**src/hw/spc_pkg.sv**
```systemverilog
//----------------------------------------------------------------------
// Status pin configuration and start-up status: shared constants
//----------------------------------------------------------------------
// Purpose: Offsets, field positions, reset values and source codes.
// Assumes: Avalon-MM word addressing, 32-bit data, 20 MHz clock.
// Notes:   Used by every file except the source bundle and the pad.
//
// Behaviour
// Open-drain, active high: drive low for 0, release for 1.
// Open-drain, active low: drive low for 1, release for 0.
// Tristate bit releases the data-out pin; resets to zero.
// Pull-down enable bit turns on pull-down; resets off.
// Pull-up enable bit turns on pull-up; resets on.
// Polarity bit passes status unchanged at 0, inverted at 1.
// Source select applies only outside four-wire SPI mode.
// Source codes 0x0 lock, 0x4 crystal loss, 0x9 masked interrupt.
// Codes 0xA ready, 0xD low, 0xE high; others reserved.
// Six pin levels captured at start-up, fixed bit order.
// Bit 7 of start-up status reads the die bond option.
// Status pin mirror bit valid for select 0x0..0x4, else 0.
// Output-gate mirror bit follows pin when function select 0.
// 32-bit scratch word, reset zero, no hardware effect.
// Scratch word can be reloaded from stored configuration.
// Status pin select: 0x1D low, 0x1E high, plus shared codes.
// Reserved and read-only bits read zero, ignore writes.
//----------------------------------------------------------------------
package spc_pkg;
    // Register word indices
    localparam logic [2:0] REG_DOUT_CFG = 3'h0;
    localparam logic [2:0] REG_BOOT_STS = 3'h1;
    localparam logic [2:0] REG_LIVE_STS = 3'h2;
    localparam logic [2:0] REG_SCRATCH = 3'h3;

    // Data-out configuration fields
    localparam int DOUT_OD_BIT = 12;
    localparam int DOUT_HIZ_BIT = 11;
    localparam int DOUT_PD_BIT = 10;
    localparam int DOUT_PU_BIT = 9;
    localparam int DOUT_POL_BIT = 8;
    localparam int DOUT_SEL_LSB = 0;
    localparam int DOUT_SEL_W = 4;
    localparam logic [15:0] DOUT_CFG_WMASK = 16'h1f0f;
    localparam logic [15:0] DOUT_CFG_RST = 16'h0200;

    // Start-up status fields
    localparam int BOOT_BOND_BIT = 7;
    localparam int BOOT_PINS_W = 6;

    // Live status fields
    localparam int LIVE_STATUS_BIT = 1;
    localparam int LIVE_GATE_BIT = 0;

    localparam logic [31:0] SCRATCH_RST = 32'h0000_0000;

    // Status source codes (low nibble shared by both pins)
    localparam logic [4:0] SRC_LOCK = 5'h00;
    localparam logic [4:0] SRC_XTAL_LOSS = 5'h04;
    localparam logic [4:0] SRC_INT = 5'h09;
    localparam logic [4:0] SRC_READY = 5'h0a;
    localparam logic [4:0] DOUT_SRC_LOW = 5'h0d;
    localparam logic [4:0] DOUT_SRC_HIGH = 5'h0e;
    localparam logic [4:0] STAT_SRC_LOW = 5'h1d;
    localparam logic [4:0] STAT_SRC_HIGH = 5'h1e;
    localparam logic [4:0] STAT_SRC_NOPOL = 5'h1f;
    localparam logic [4:0] STAT_MIRROR_MAX = 5'h04;

    // Avalon response codes
    localparam logic [1:0] RESP_OKAY = 2'h0;
    localparam logic [1:0] RESP_DECODE_ERR = 2'h3;
endpackage

```
**src/hw/spc_src_if.sv**
```systemverilog
//----------------------------------------------------------------------
// Status source bundle
//----------------------------------------------------------------------
// Purpose: Carries the device status levels to the source selectors.
// Assumes: All levels synchronous to clk.
// Notes:   One driver (top), many readers (selectors).
`timescale 1ns/10ps
interface spc_src_if;
    logic pll_lock;
    logic xtal_loss;
    logic int_sts;
    logic int_en;
    logic ready;

    modport drv (output pll_lock, xtal_loss, int_sts, int_en, ready);
    modport sel (input pll_lock, xtal_loss, int_sts, int_en, ready);
endinterface

```
**src/hw/spc_src_mux.sv**
```systemverilog
//----------------------------------------------------------------------
// Status source selector
//----------------------------------------------------------------------
// Purpose: Picks one status level by code, for either pin.
// Assumes: Reserved codes give a low level.
// Notes:   Width and constant-level codes differ per pin.
`timescale 1ns/10ps
module spc_src_mux
    import spc_pkg::*;
#(
    parameter int SEL_W = 4,
    parameter logic [4:0] LOW_CODE = DOUT_SRC_LOW,
    parameter logic [4:0] HIGH_CODE = DOUT_SRC_HIGH
)
(
    // Sources
    spc_src_if.sel src,
    // Selection
    input wire logic [SEL_W-1:0] sel,
    output logic value
);
    logic [4:0] code;

    // Decode the source code
    always_comb
    begin
        code = 5'(sel);
        value = 1'b0;
        if (code == SRC_LOCK)
            value = src.pll_lock;
        else if (code == SRC_XTAL_LOSS)
            value = src.xtal_loss;
        else if (code == SRC_INT)
            value = src.int_sts & src.int_en;
        else if (code == SRC_READY)
            value = src.ready;
        else if (code == LOW_CODE)
            value = 1'b0;
        else if (code == HIGH_CODE)
            value = 1'b1;
    end
endmodule // spc_src_mux

```
**src/hw/spc_dout_pad.sv**
```systemverilog
//----------------------------------------------------------------------
// Data-out pad control
//----------------------------------------------------------------------
// Purpose: Turns status value and pad settings into drive and enable.
// Assumes: Pad resolves open-drain release to pull or external level.
// Notes:   Four-wire SPI owns the pin unless the tristate bit is set.
`timescale 1ns/10ps
module spc_dout_pad
(
    // Status value and pad settings
    input wire logic status_val,
    input wire logic pol,
    input wire logic open_drain,
    input wire logic hiz,
    // Serial port side
    input wire logic spi_4wire_mode,
    input wire logic spi_read_data,
    input wire logic spi_read_oe,
    // Pad drive
    output logic pin_o,
    output logic pin_oe
);
    logic level;

    // Polarity, mode and drive style
    always_comb
    begin
        level = status_val ^ pol;
        pin_o = level;
        pin_oe = 1'b1;
        if (hiz)
        begin
            pin_o = 1'b0;
            pin_oe = 1'b0;
        end
        else if (spi_4wire_mode)
        begin
            pin_o = spi_read_data;
            pin_oe = spi_read_oe;
        end
        else if (open_drain)
        begin
            pin_o = 1'b0;
            pin_oe = ~level;
        end
    end
endmodule // spc_dout_pad

```
**src/hw/spc_top.sv**
```systemverilog
//----------------------------------------------------------------------
// Status pin configuration and start-up status
//----------------------------------------------------------------------
// Purpose: Data-out pin as status output, boot capture, live status,
//          scratch word, all behind an Avalon-MM slave.
// Assumes: All inputs synchronous to clk; word addressed bus.
// Notes:   Every access answers one cycle after the request rises.
//
// Our own choices: the Avalon-MM register port and the address map.
`timescale 1ns/10ps
module spc_top
    import spc_pkg::*;
#(
    parameter int ADDR_W = 3
)
(
    // Clock and reset
    input wire logic clk,
    input wire logic srst,
    // Avalon-MM slave
    input wire logic [ADDR_W-1:0] avs_address,
    input wire logic avs_read,
    input wire logic avs_write,
    input wire logic [31:0] avs_writedata,
    input wire logic [3:0] avs_byteenable,
    output logic [31:0] avs_readdata,
    output logic [1:0] avs_response,
    output logic avs_waitrequest,
    // Device status sources
    input wire logic pll_lock,
    input wire logic xtal_loss_flag,
    input wire logic device_int_sts,
    input wire logic device_int_en,
    input wire logic startup_done,
    // Status pin settings held elsewhere
    input wire logic [4:0] status_pin_sel,
    input wire logic status_pin_pol,
    // Output-gate pin
    input wire logic output_gate_pin,
    input wire logic output_gate_fn_sel,
    // Serial port mode and read data
    input wire logic spi_4wire_mode,
    input wire logic spi_read_data,
    input wire logic spi_read_oe,
    // Pin levels sampled at boot
    input wire logic status_pin_in,
    input wire logic serial_data_in_pin,
    input wire logic clock_pin_in,
    input wire logic dout_pin_in,
    input wire logic chip_select_n_pin,
    input wire logic die_bond_option,
    // Stored configuration load
    input wire logic otp_load,
    input wire logic [31:0] otp_scratch_word,
    output logic [31:0] scratch_word,
    // Data-out pad
    output logic dout_pin_o,
    output logic dout_pin_oe,
    output logic dout_pullup_en,
    output logic dout_pulldown_en
);
    //------------------------------------------------------------------
    // Declarations
    //------------------------------------------------------------------
    spc_src_if src ();

    logic req;
    logic acc;
    logic mapped;
    logic [31:0] bmask;
    logic waitreq_q, waitreq_d;
    logic [31:0] rdata_q, rdata_d;
    logic [1:0] resp_q, resp_d;

    logic [15:0] dout_cfg_q, dout_cfg_d;
    logic [31:0] scratch_q, scratch_d;
    logic [7:0] boot_sts_q, boot_sts_d;
    logic boot_taken_q, boot_taken_d;
    logic [7:0] live_sts_q, live_sts_d;

    logic dout_status;
    logic stat_raw;
    logic stat_level;
    logic pad_o;
    logic pad_oe;
    logic dout_o_q, dout_oe_q;
    logic pu_q, pd_q;

    //------------------------------------------------------------------
    // Status sources and selectors
    //------------------------------------------------------------------
    // Bundle the status levels
    assign src.pll_lock = pll_lock;
    assign src.xtal_loss = xtal_loss_flag;
    assign src.int_sts = device_int_sts;
    assign src.int_en = device_int_en;
    assign src.ready = startup_done;

    // Data-out pin source
    spc_src_mux #(
        .SEL_W(DOUT_SEL_W),
        .LOW_CODE(DOUT_SRC_LOW),
        .HIGH_CODE(DOUT_SRC_HIGH)
    ) u_dout_mux (
        .src(src),
        .sel(dout_cfg_q[DOUT_SEL_LSB +: DOUT_SEL_W]),
        .value(dout_status)
    );

    // Status pin source, for the mirror bit
    spc_src_mux #(
        .SEL_W(5),
        .LOW_CODE(STAT_SRC_LOW),
        .HIGH_CODE(STAT_SRC_HIGH)
    ) u_stat_mux (
        .src(src),
        .sel(status_pin_sel),
        .value(stat_raw)
    );

    // Polarity ignored on the no-polarity code
    assign stat_level = (status_pin_sel == STAT_SRC_NOPOL) ?
                        stat_raw : (stat_raw ^ status_pin_pol);

    //------------------------------------------------------------------
    // Data-out pad
    //------------------------------------------------------------------
    spc_dout_pad u_pad (
        .status_val(dout_status),
        .pol(dout_cfg_q[DOUT_POL_BIT]),
        .open_drain(dout_cfg_q[DOUT_OD_BIT]),
        .hiz(dout_cfg_q[DOUT_HIZ_BIT]),
        .spi_4wire_mode(spi_4wire_mode),
        .spi_read_data(spi_read_data),
        .spi_read_oe(spi_read_oe),
        .pin_o(pad_o),
        .pin_oe(pad_oe)
    );

    // Register pad drive and pulls
    always_ff @(posedge clk)
    begin
        if (srst)
        begin
            dout_o_q <= 1'b0;
            dout_oe_q <= 1'b0;
            pu_q <= DOUT_CFG_RST[DOUT_PU_BIT];
            pd_q <= DOUT_CFG_RST[DOUT_PD_BIT];
        end
        else
        begin
            dout_o_q <= pad_o;
            dout_oe_q <= pad_oe;
            pu_q <= dout_cfg_q[DOUT_PU_BIT];
            pd_q <= dout_cfg_q[DOUT_PD_BIT];
        end
    end

    assign dout_pin_o = dout_o_q;
    assign dout_pin_oe = dout_oe_q;
    assign dout_pullup_en = pu_q;
    assign dout_pulldown_en = pd_q;

    //------------------------------------------------------------------
    // Bus handshake
    //------------------------------------------------------------------
    // Access completes while waitrequest is low
    assign req = avs_read | avs_write;
    assign acc = req & ~waitreq_q;
    assign mapped = (avs_address <= ADDR_W'(REG_SCRATCH));

    // Byte enables to bit mask
    always_comb
    begin
        for (int i = 0; i < 4; i++)
            bmask[i*8 +: 8] = {8{avs_byteenable[i]}};
    end

    // Waitrequest low for one cycle per request
    always_comb
    begin
        waitreq_d = ~(req & waitreq_q);
    end

    // Read data and response captured one cycle ahead
    always_comb
    begin
        rdata_d = rdata_q;
        resp_d = resp_q;
        if (req & waitreq_q)
        begin
            resp_d = mapped ? RESP_OKAY : RESP_DECODE_ERR;
            rdata_d = 32'h0000_0000;
            if (avs_read)
            begin
                unique case (avs_address)
                    ADDR_W'(REG_DOUT_CFG):
                        rdata_d = {16'h0000, dout_cfg_q};
                    ADDR_W'(REG_BOOT_STS):
                        rdata_d = {24'h00_0000, boot_sts_q};
                    ADDR_W'(REG_LIVE_STS):
                        rdata_d = {24'h00_0000, live_sts_q};
                    ADDR_W'(REG_SCRATCH):
                        rdata_d = scratch_q;
                    default:
                        rdata_d = 32'h0000_0000;
                endcase
            end
        end
    end

    always_ff @(posedge clk)
    begin
        if (srst)
        begin
            waitreq_q <= 1'b1;
            rdata_q <= 32'h0000_0000;
            resp_q <= RESP_OKAY;
        end
        else
        begin
            waitreq_q <= waitreq_d;
            rdata_q <= rdata_d;
            resp_q <= resp_d;
        end
    end

    assign avs_waitrequest = waitreq_q;
    assign avs_readdata = rdata_q;
    assign avs_response = resp_q;

    //------------------------------------------------------------------
    // Writable registers
    //------------------------------------------------------------------
    // Configuration and scratch next values
    always_comb
    begin
        dout_cfg_d = dout_cfg_q;
        scratch_d = scratch_q;
        if (acc & avs_write & (avs_address == ADDR_W'(REG_DOUT_CFG)))
        begin
            dout_cfg_d = (dout_cfg_q & ~(bmask[15:0] & DOUT_CFG_WMASK)) |
                (avs_writedata[15:0] & bmask[15:0] & DOUT_CFG_WMASK);
        end
        if (otp_load)
            scratch_d = otp_scratch_word;
        else if (acc & avs_write & (avs_address == ADDR_W'(REG_SCRATCH)))
            scratch_d = (scratch_q & ~bmask) | (avs_writedata & bmask);
    end

    always_ff @(posedge clk)
    begin
        if (srst)
        begin
            dout_cfg_q <= DOUT_CFG_RST;
            scratch_q <= SCRATCH_RST;
        end
        else
        begin
            dout_cfg_q <= dout_cfg_d;
            scratch_q <= scratch_d;
        end
    end

    assign scratch_word = scratch_q;

    //------------------------------------------------------------------
    // Start-up capture
    //------------------------------------------------------------------
    // Latch pins once, first cycle after reset release
    always_comb
    begin
        boot_sts_d = boot_sts_q;
        boot_taken_d = 1'b1;
        if (~boot_taken_q)
        begin
            boot_sts_d = {die_bond_option, 1'b0, chip_select_n_pin,
                          output_gate_pin, dout_pin_in, clock_pin_in,
                          serial_data_in_pin, status_pin_in};
        end
    end

    always_ff @(posedge clk)
    begin
        if (srst)
        begin
            boot_sts_q <= 8'h00;
            boot_taken_q <= 1'b0;
        end
        else
        begin
            boot_sts_q <= boot_sts_d;
            boot_taken_q <= boot_taken_d;
        end
    end

    //------------------------------------------------------------------
    // Live status
    //------------------------------------------------------------------
    // Mirror status pin and output-gate pin
    always_comb
    begin
        live_sts_d = 8'h00;
        if (status_pin_sel <= STAT_MIRROR_MAX)
            live_sts_d[LIVE_STATUS_BIT] = stat_level;
        live_sts_d[LIVE_GATE_BIT] = output_gate_pin &
                                    ~output_gate_fn_sel;
    end

    always_ff @(posedge clk)
    begin
        if (srst)
            live_sts_q <= 8'h00;
        else
            live_sts_q <= live_sts_d;
    end
endmodule // spc_top

```
**config.mk**
```make
export PLATFORM = sky130hd
export DESIGN_NAME = spc_top
export DESIGN_NICKNAME = d
export VERILOG_FILES = /design/src/hw/spc_pkg.sv /design/src/hw/spc_src_if.sv /design/src/hw/spc_src_mux.sv /design/src/hw/spc_dout_pad.sv /design/src/hw/spc_top.sv
export SDC_FILE = /design/constraint.sdc
export NUM_CORES = 1
export LEC_CHECK = 0
export BUFFER_PORTS_ARGS = -buffer_cell sky130_fd_sc_hd__buf_2
export CAP_MARGIN = 5
export CORE_MARGIN = 2
export CORE_UTILIZATION = 48
export DETAILED_ROUTE_END_ITERATION = 8
export GPL_TIMING_DRIVEN = 0
export PLACE_DENSITY = 0.86
export SLEW_MARGIN = 20
export SYNTH_ARGS = -nofsm -noshare
export SYNTH_HDL_FRONTEND = slang
export SYNTH_HIERARCHICAL = 1
export SYNTH_SLANG_ARGS = --single-unit
```
**constraint.sdc**
```tcl
create_clock -name clk -period 2 [get_ports clk]
set_input_delay 0.3 -clock clk [delete_from_list [all_inputs] [get_ports clk]]
set_output_delay 0.3 -clock clk [all_outputs]
set_load 0.1 [all_outputs]
```
==> impl_results.md <==
* Status: complete, no violations
* Uppermost routed layer: met4
* Setup violators final at 0
* Crit path required time at 2280 ps
* Final nets at 732
* Via/cell ratio at 5.98
* Syn_area_per_cell at 8.92 sq um
* GR Util All Layers at 0.299
* Worst hold slack at 118 ps
* Switch Pwr at 1.43 mW
* CTS Sinks at 89
* Sw frac at 0.340
* Layout cell share with drive strength beyond 1 at 0.345
* Routability congestion estimate at 0.968
* Leakage at 2.31 nW
* DR WL met2 at 6.76 mm
* Count of state elements after synthesis at 89
* Final Max Slew Viols at 0
* Fill count at 710
* Post-Synthesis Net Count at 556
* Final min period at 1630 ps
* Yosys top cell area share at 0.436
* Mapped Cells at 458
* Die X at 96.3 microns
* Largest net degree at the start of global routing at 15
* CTS root buffer: clkbuf_8
* Worst-Margin Slew at 755 ps
* Register area at 0.00178 sq mm
* Clk pwr share at 0.317
* M1 wire length at 5.21 mm
* Setup crit start kind: flop
* Unrepaired setup endpoints after global routing: no
* Port bufs at 165
* Max_cap viols at 0
* Largest cells by area after synthesis: dfxtp_1, a32oi_1, o21ai_0
* IO Count at 169
* PostCTS Resize Cnt at 0
* Min-Delay Path Class: input port to flop
* Syn Std Cell Area at 0.00409 sq mm
* Fin Clk Skew at 6.69 ps
* Layout area overhead at 28.6%
* Diode count at 0
* Max frequency at 614 MHz
* Clock-pin slew on the worst setup and hold paths at 80 ps
* Die area at 0.00927 sq mm
* H-tree depth at 3
* CTS buffer count at 9
* Critical Path End Type: flop
* Vias at 4444
* Placed Instances at 728
* Core area at 0.00822 sq mm
* Synth Flop Type: dfxtp_1
* CTS tree: yes
* Met3 wire length at 1.36 mm
* Hold Vio Cnt, Final at 0
* Synth warn at 6
* Post-DP HPWL at 10.4 mm
* Synth cell types at 46
* Vias in the first global route at 4280
* Max Fanout on Critical Path at 10
* Period utilization at 0.815
* Initial Utilization at 0.497
* Initial antenna violation count at 1
* Critical path arrival at 1910 ps
* Total wire length at 13.7 mm
* DRT antenna net count at 0
* Rows at 33
* Post-CTS Setup Bufs at 0
* Register area share after synthesis at 0.436
* Yosys top cell by area: dfxtp_1
* Power share of the combinational group at 0.233
* Multi-input gate area at 0.00201 sq mm
* Worst skew pair latency at 370 ps
* Hold buffer count at cts at 0
* Power density cells at 801 mW/mm^2
* GR Overflow Total at 0
* Final non-filler cell total at 743
* Cell Int Power at 2.78 mW
* Residual DRC at 0
* Total power at 4.21 mW
* Iter 0 DRT Violations at 341
* Max Buffers Root-to-Sink at 2
* Slew headroom at 0.497
* TritonRoute pass-1 iters at 5
* WL per Instance at 18.5 microns
* Asr flop ratio synth at 0
* Number of synthesized flops with an enable pin at 0
* Die Y at 96.3 microns
* Global-route wire length before repair at 20.9 mm
* Flop pwr share at 0.449
* Maximum vdd ir drop at 0.000400 V
* Crit path kind: flop to flop
* Setup TNS at 0 ps
* Final core occ at 0.639
[critical path, stage by stage, from the launching register on]
cell and delay [ps]:
dfxtp_2 360, buf_6 150, nand4bb_1 180, clkbuf_1 400, o21ai_0 190, a221oi_2 250
[area by class of cell]
class                           instances  share of cell area
Multi-Input combinational cell        302               0.382
Inverter                               20              0.0143
Sequential cell                        89               0.339
Timing Repair Buffer                  165               0.157
Buffer                                 47              0.0419
Tap cell                              105              0.0250
Clock inverter                          5              0.0155
Clock buffer                           10              0.0243
[cells by family (layout without fill, tap and decap cells)]
logic type	count (synthesis)	count (layout)	synth area share
flops	89	89	0.436
simple gates	132	132	0.175
compound gates	150	150	0.267
xor+xnor	2	2	0.00429
mux	18	18	0.0456
buf+inv	67	247	0.0723
[Yosys cell counts (all sizes together) (2+ instances only)]
cell and n:
nand2b 6, or2 4, nand4b 3, a21oi 16
o22a 2, a31oi 16, dfxtp 89, a221oi 16
nor2 49, mux2i 13, and3 9, xor2 2
buf 23, nand3 29, nand4 2, o21ai 52
and4bb 2, nand4bb 2, clkbuf 24, inv 20
a32oi 25, mux2 5, nor2b 5, a311oi 17
nor3 3, nor3b 7, nand2 7
[layer usage]
layer / track usage / vias up
met5: 0 / -
met4: 0.143 / 0
met3: 0.0626 / 50
met2: 0.514 / 294
met1: 0.354 / 2039
li1: - / 2061
[through the flow]
stage	area (sq um)	worst slack (ps)
2_1_floorplan	4090	315
3_3_place_gp	5040	399
3_5_place_dp	5040	390
4_1_cts	5250	375
5_1_grt	5250	330
6_report	5250	371
[power by group through the flow]
stage | clock, mW | sequential (mW) | combinational, mW
finish | 1.34 | 1.89 | 0.982
global route | 1.41 | 1.90 | 1.03
CTS | 1.34 | 1.89 | 0.972
detailed placement | 0 | 1.93 | 0.969
global placement | 0 | 1.93 | 0.951
floorplan | 0 | 2.32 | 0.304
[placed cells by master (no fill, tap or decap), types with 6 or more instances in the layout]
| cell | Yosys | final |
|---|---|---|
| o21ai_0 | 39 | 39 |
| a221oi_2 | 11 | 11 |
| inv_1 | 20 | 20 |
| a21oi_1 | 16 | 16 |
| buf_4 | 6 | 6 |
| clkbuf_8 | 0 | 9 |
| clkbuf_1 | 24 | 25 |
| buf_2 | 11 | 176 |
| dfxtp_1 | 89 | 88 |
| a311oi_1 | 17 | 17 |
| and3_1 | 8 | 8 |
| nor2_1 | 49 | 49 |
| nand3_1 | 29 | 29 |
| nand2_1 | 7 | 7 |
| a31oi_1 | 16 | 16 |
| a32oi_1 | 25 | 25 |
| nor3b_1 | 6 | 6 |
| mux2i_1 | 13 | 13 |
| o21ai_1 | 13 | 13 |
[worst paths after layout]
| check | depth (start not counted) | slack, ps | endpoint | startpoint |
|---|---|---|---|---|
| max reg2reg | 5 | 370 | flop | avs_waitrequest$_SDFF_PP1_ |
| max | 5 | 370 | flop | avs_waitrequest$_SDFF_PP1_ |
| min reg2reg | 2 | 460 | avs_readdata[9]$_SDFFE_PP0P_ | avs_readdata[9]$_SDFFE_PP0P_ |
| min | 2 | 120 | live_sts_q[0]$_SDFF_PP0_ | output_gate_fn_sel |
Power figures use the tool's default switching activity.
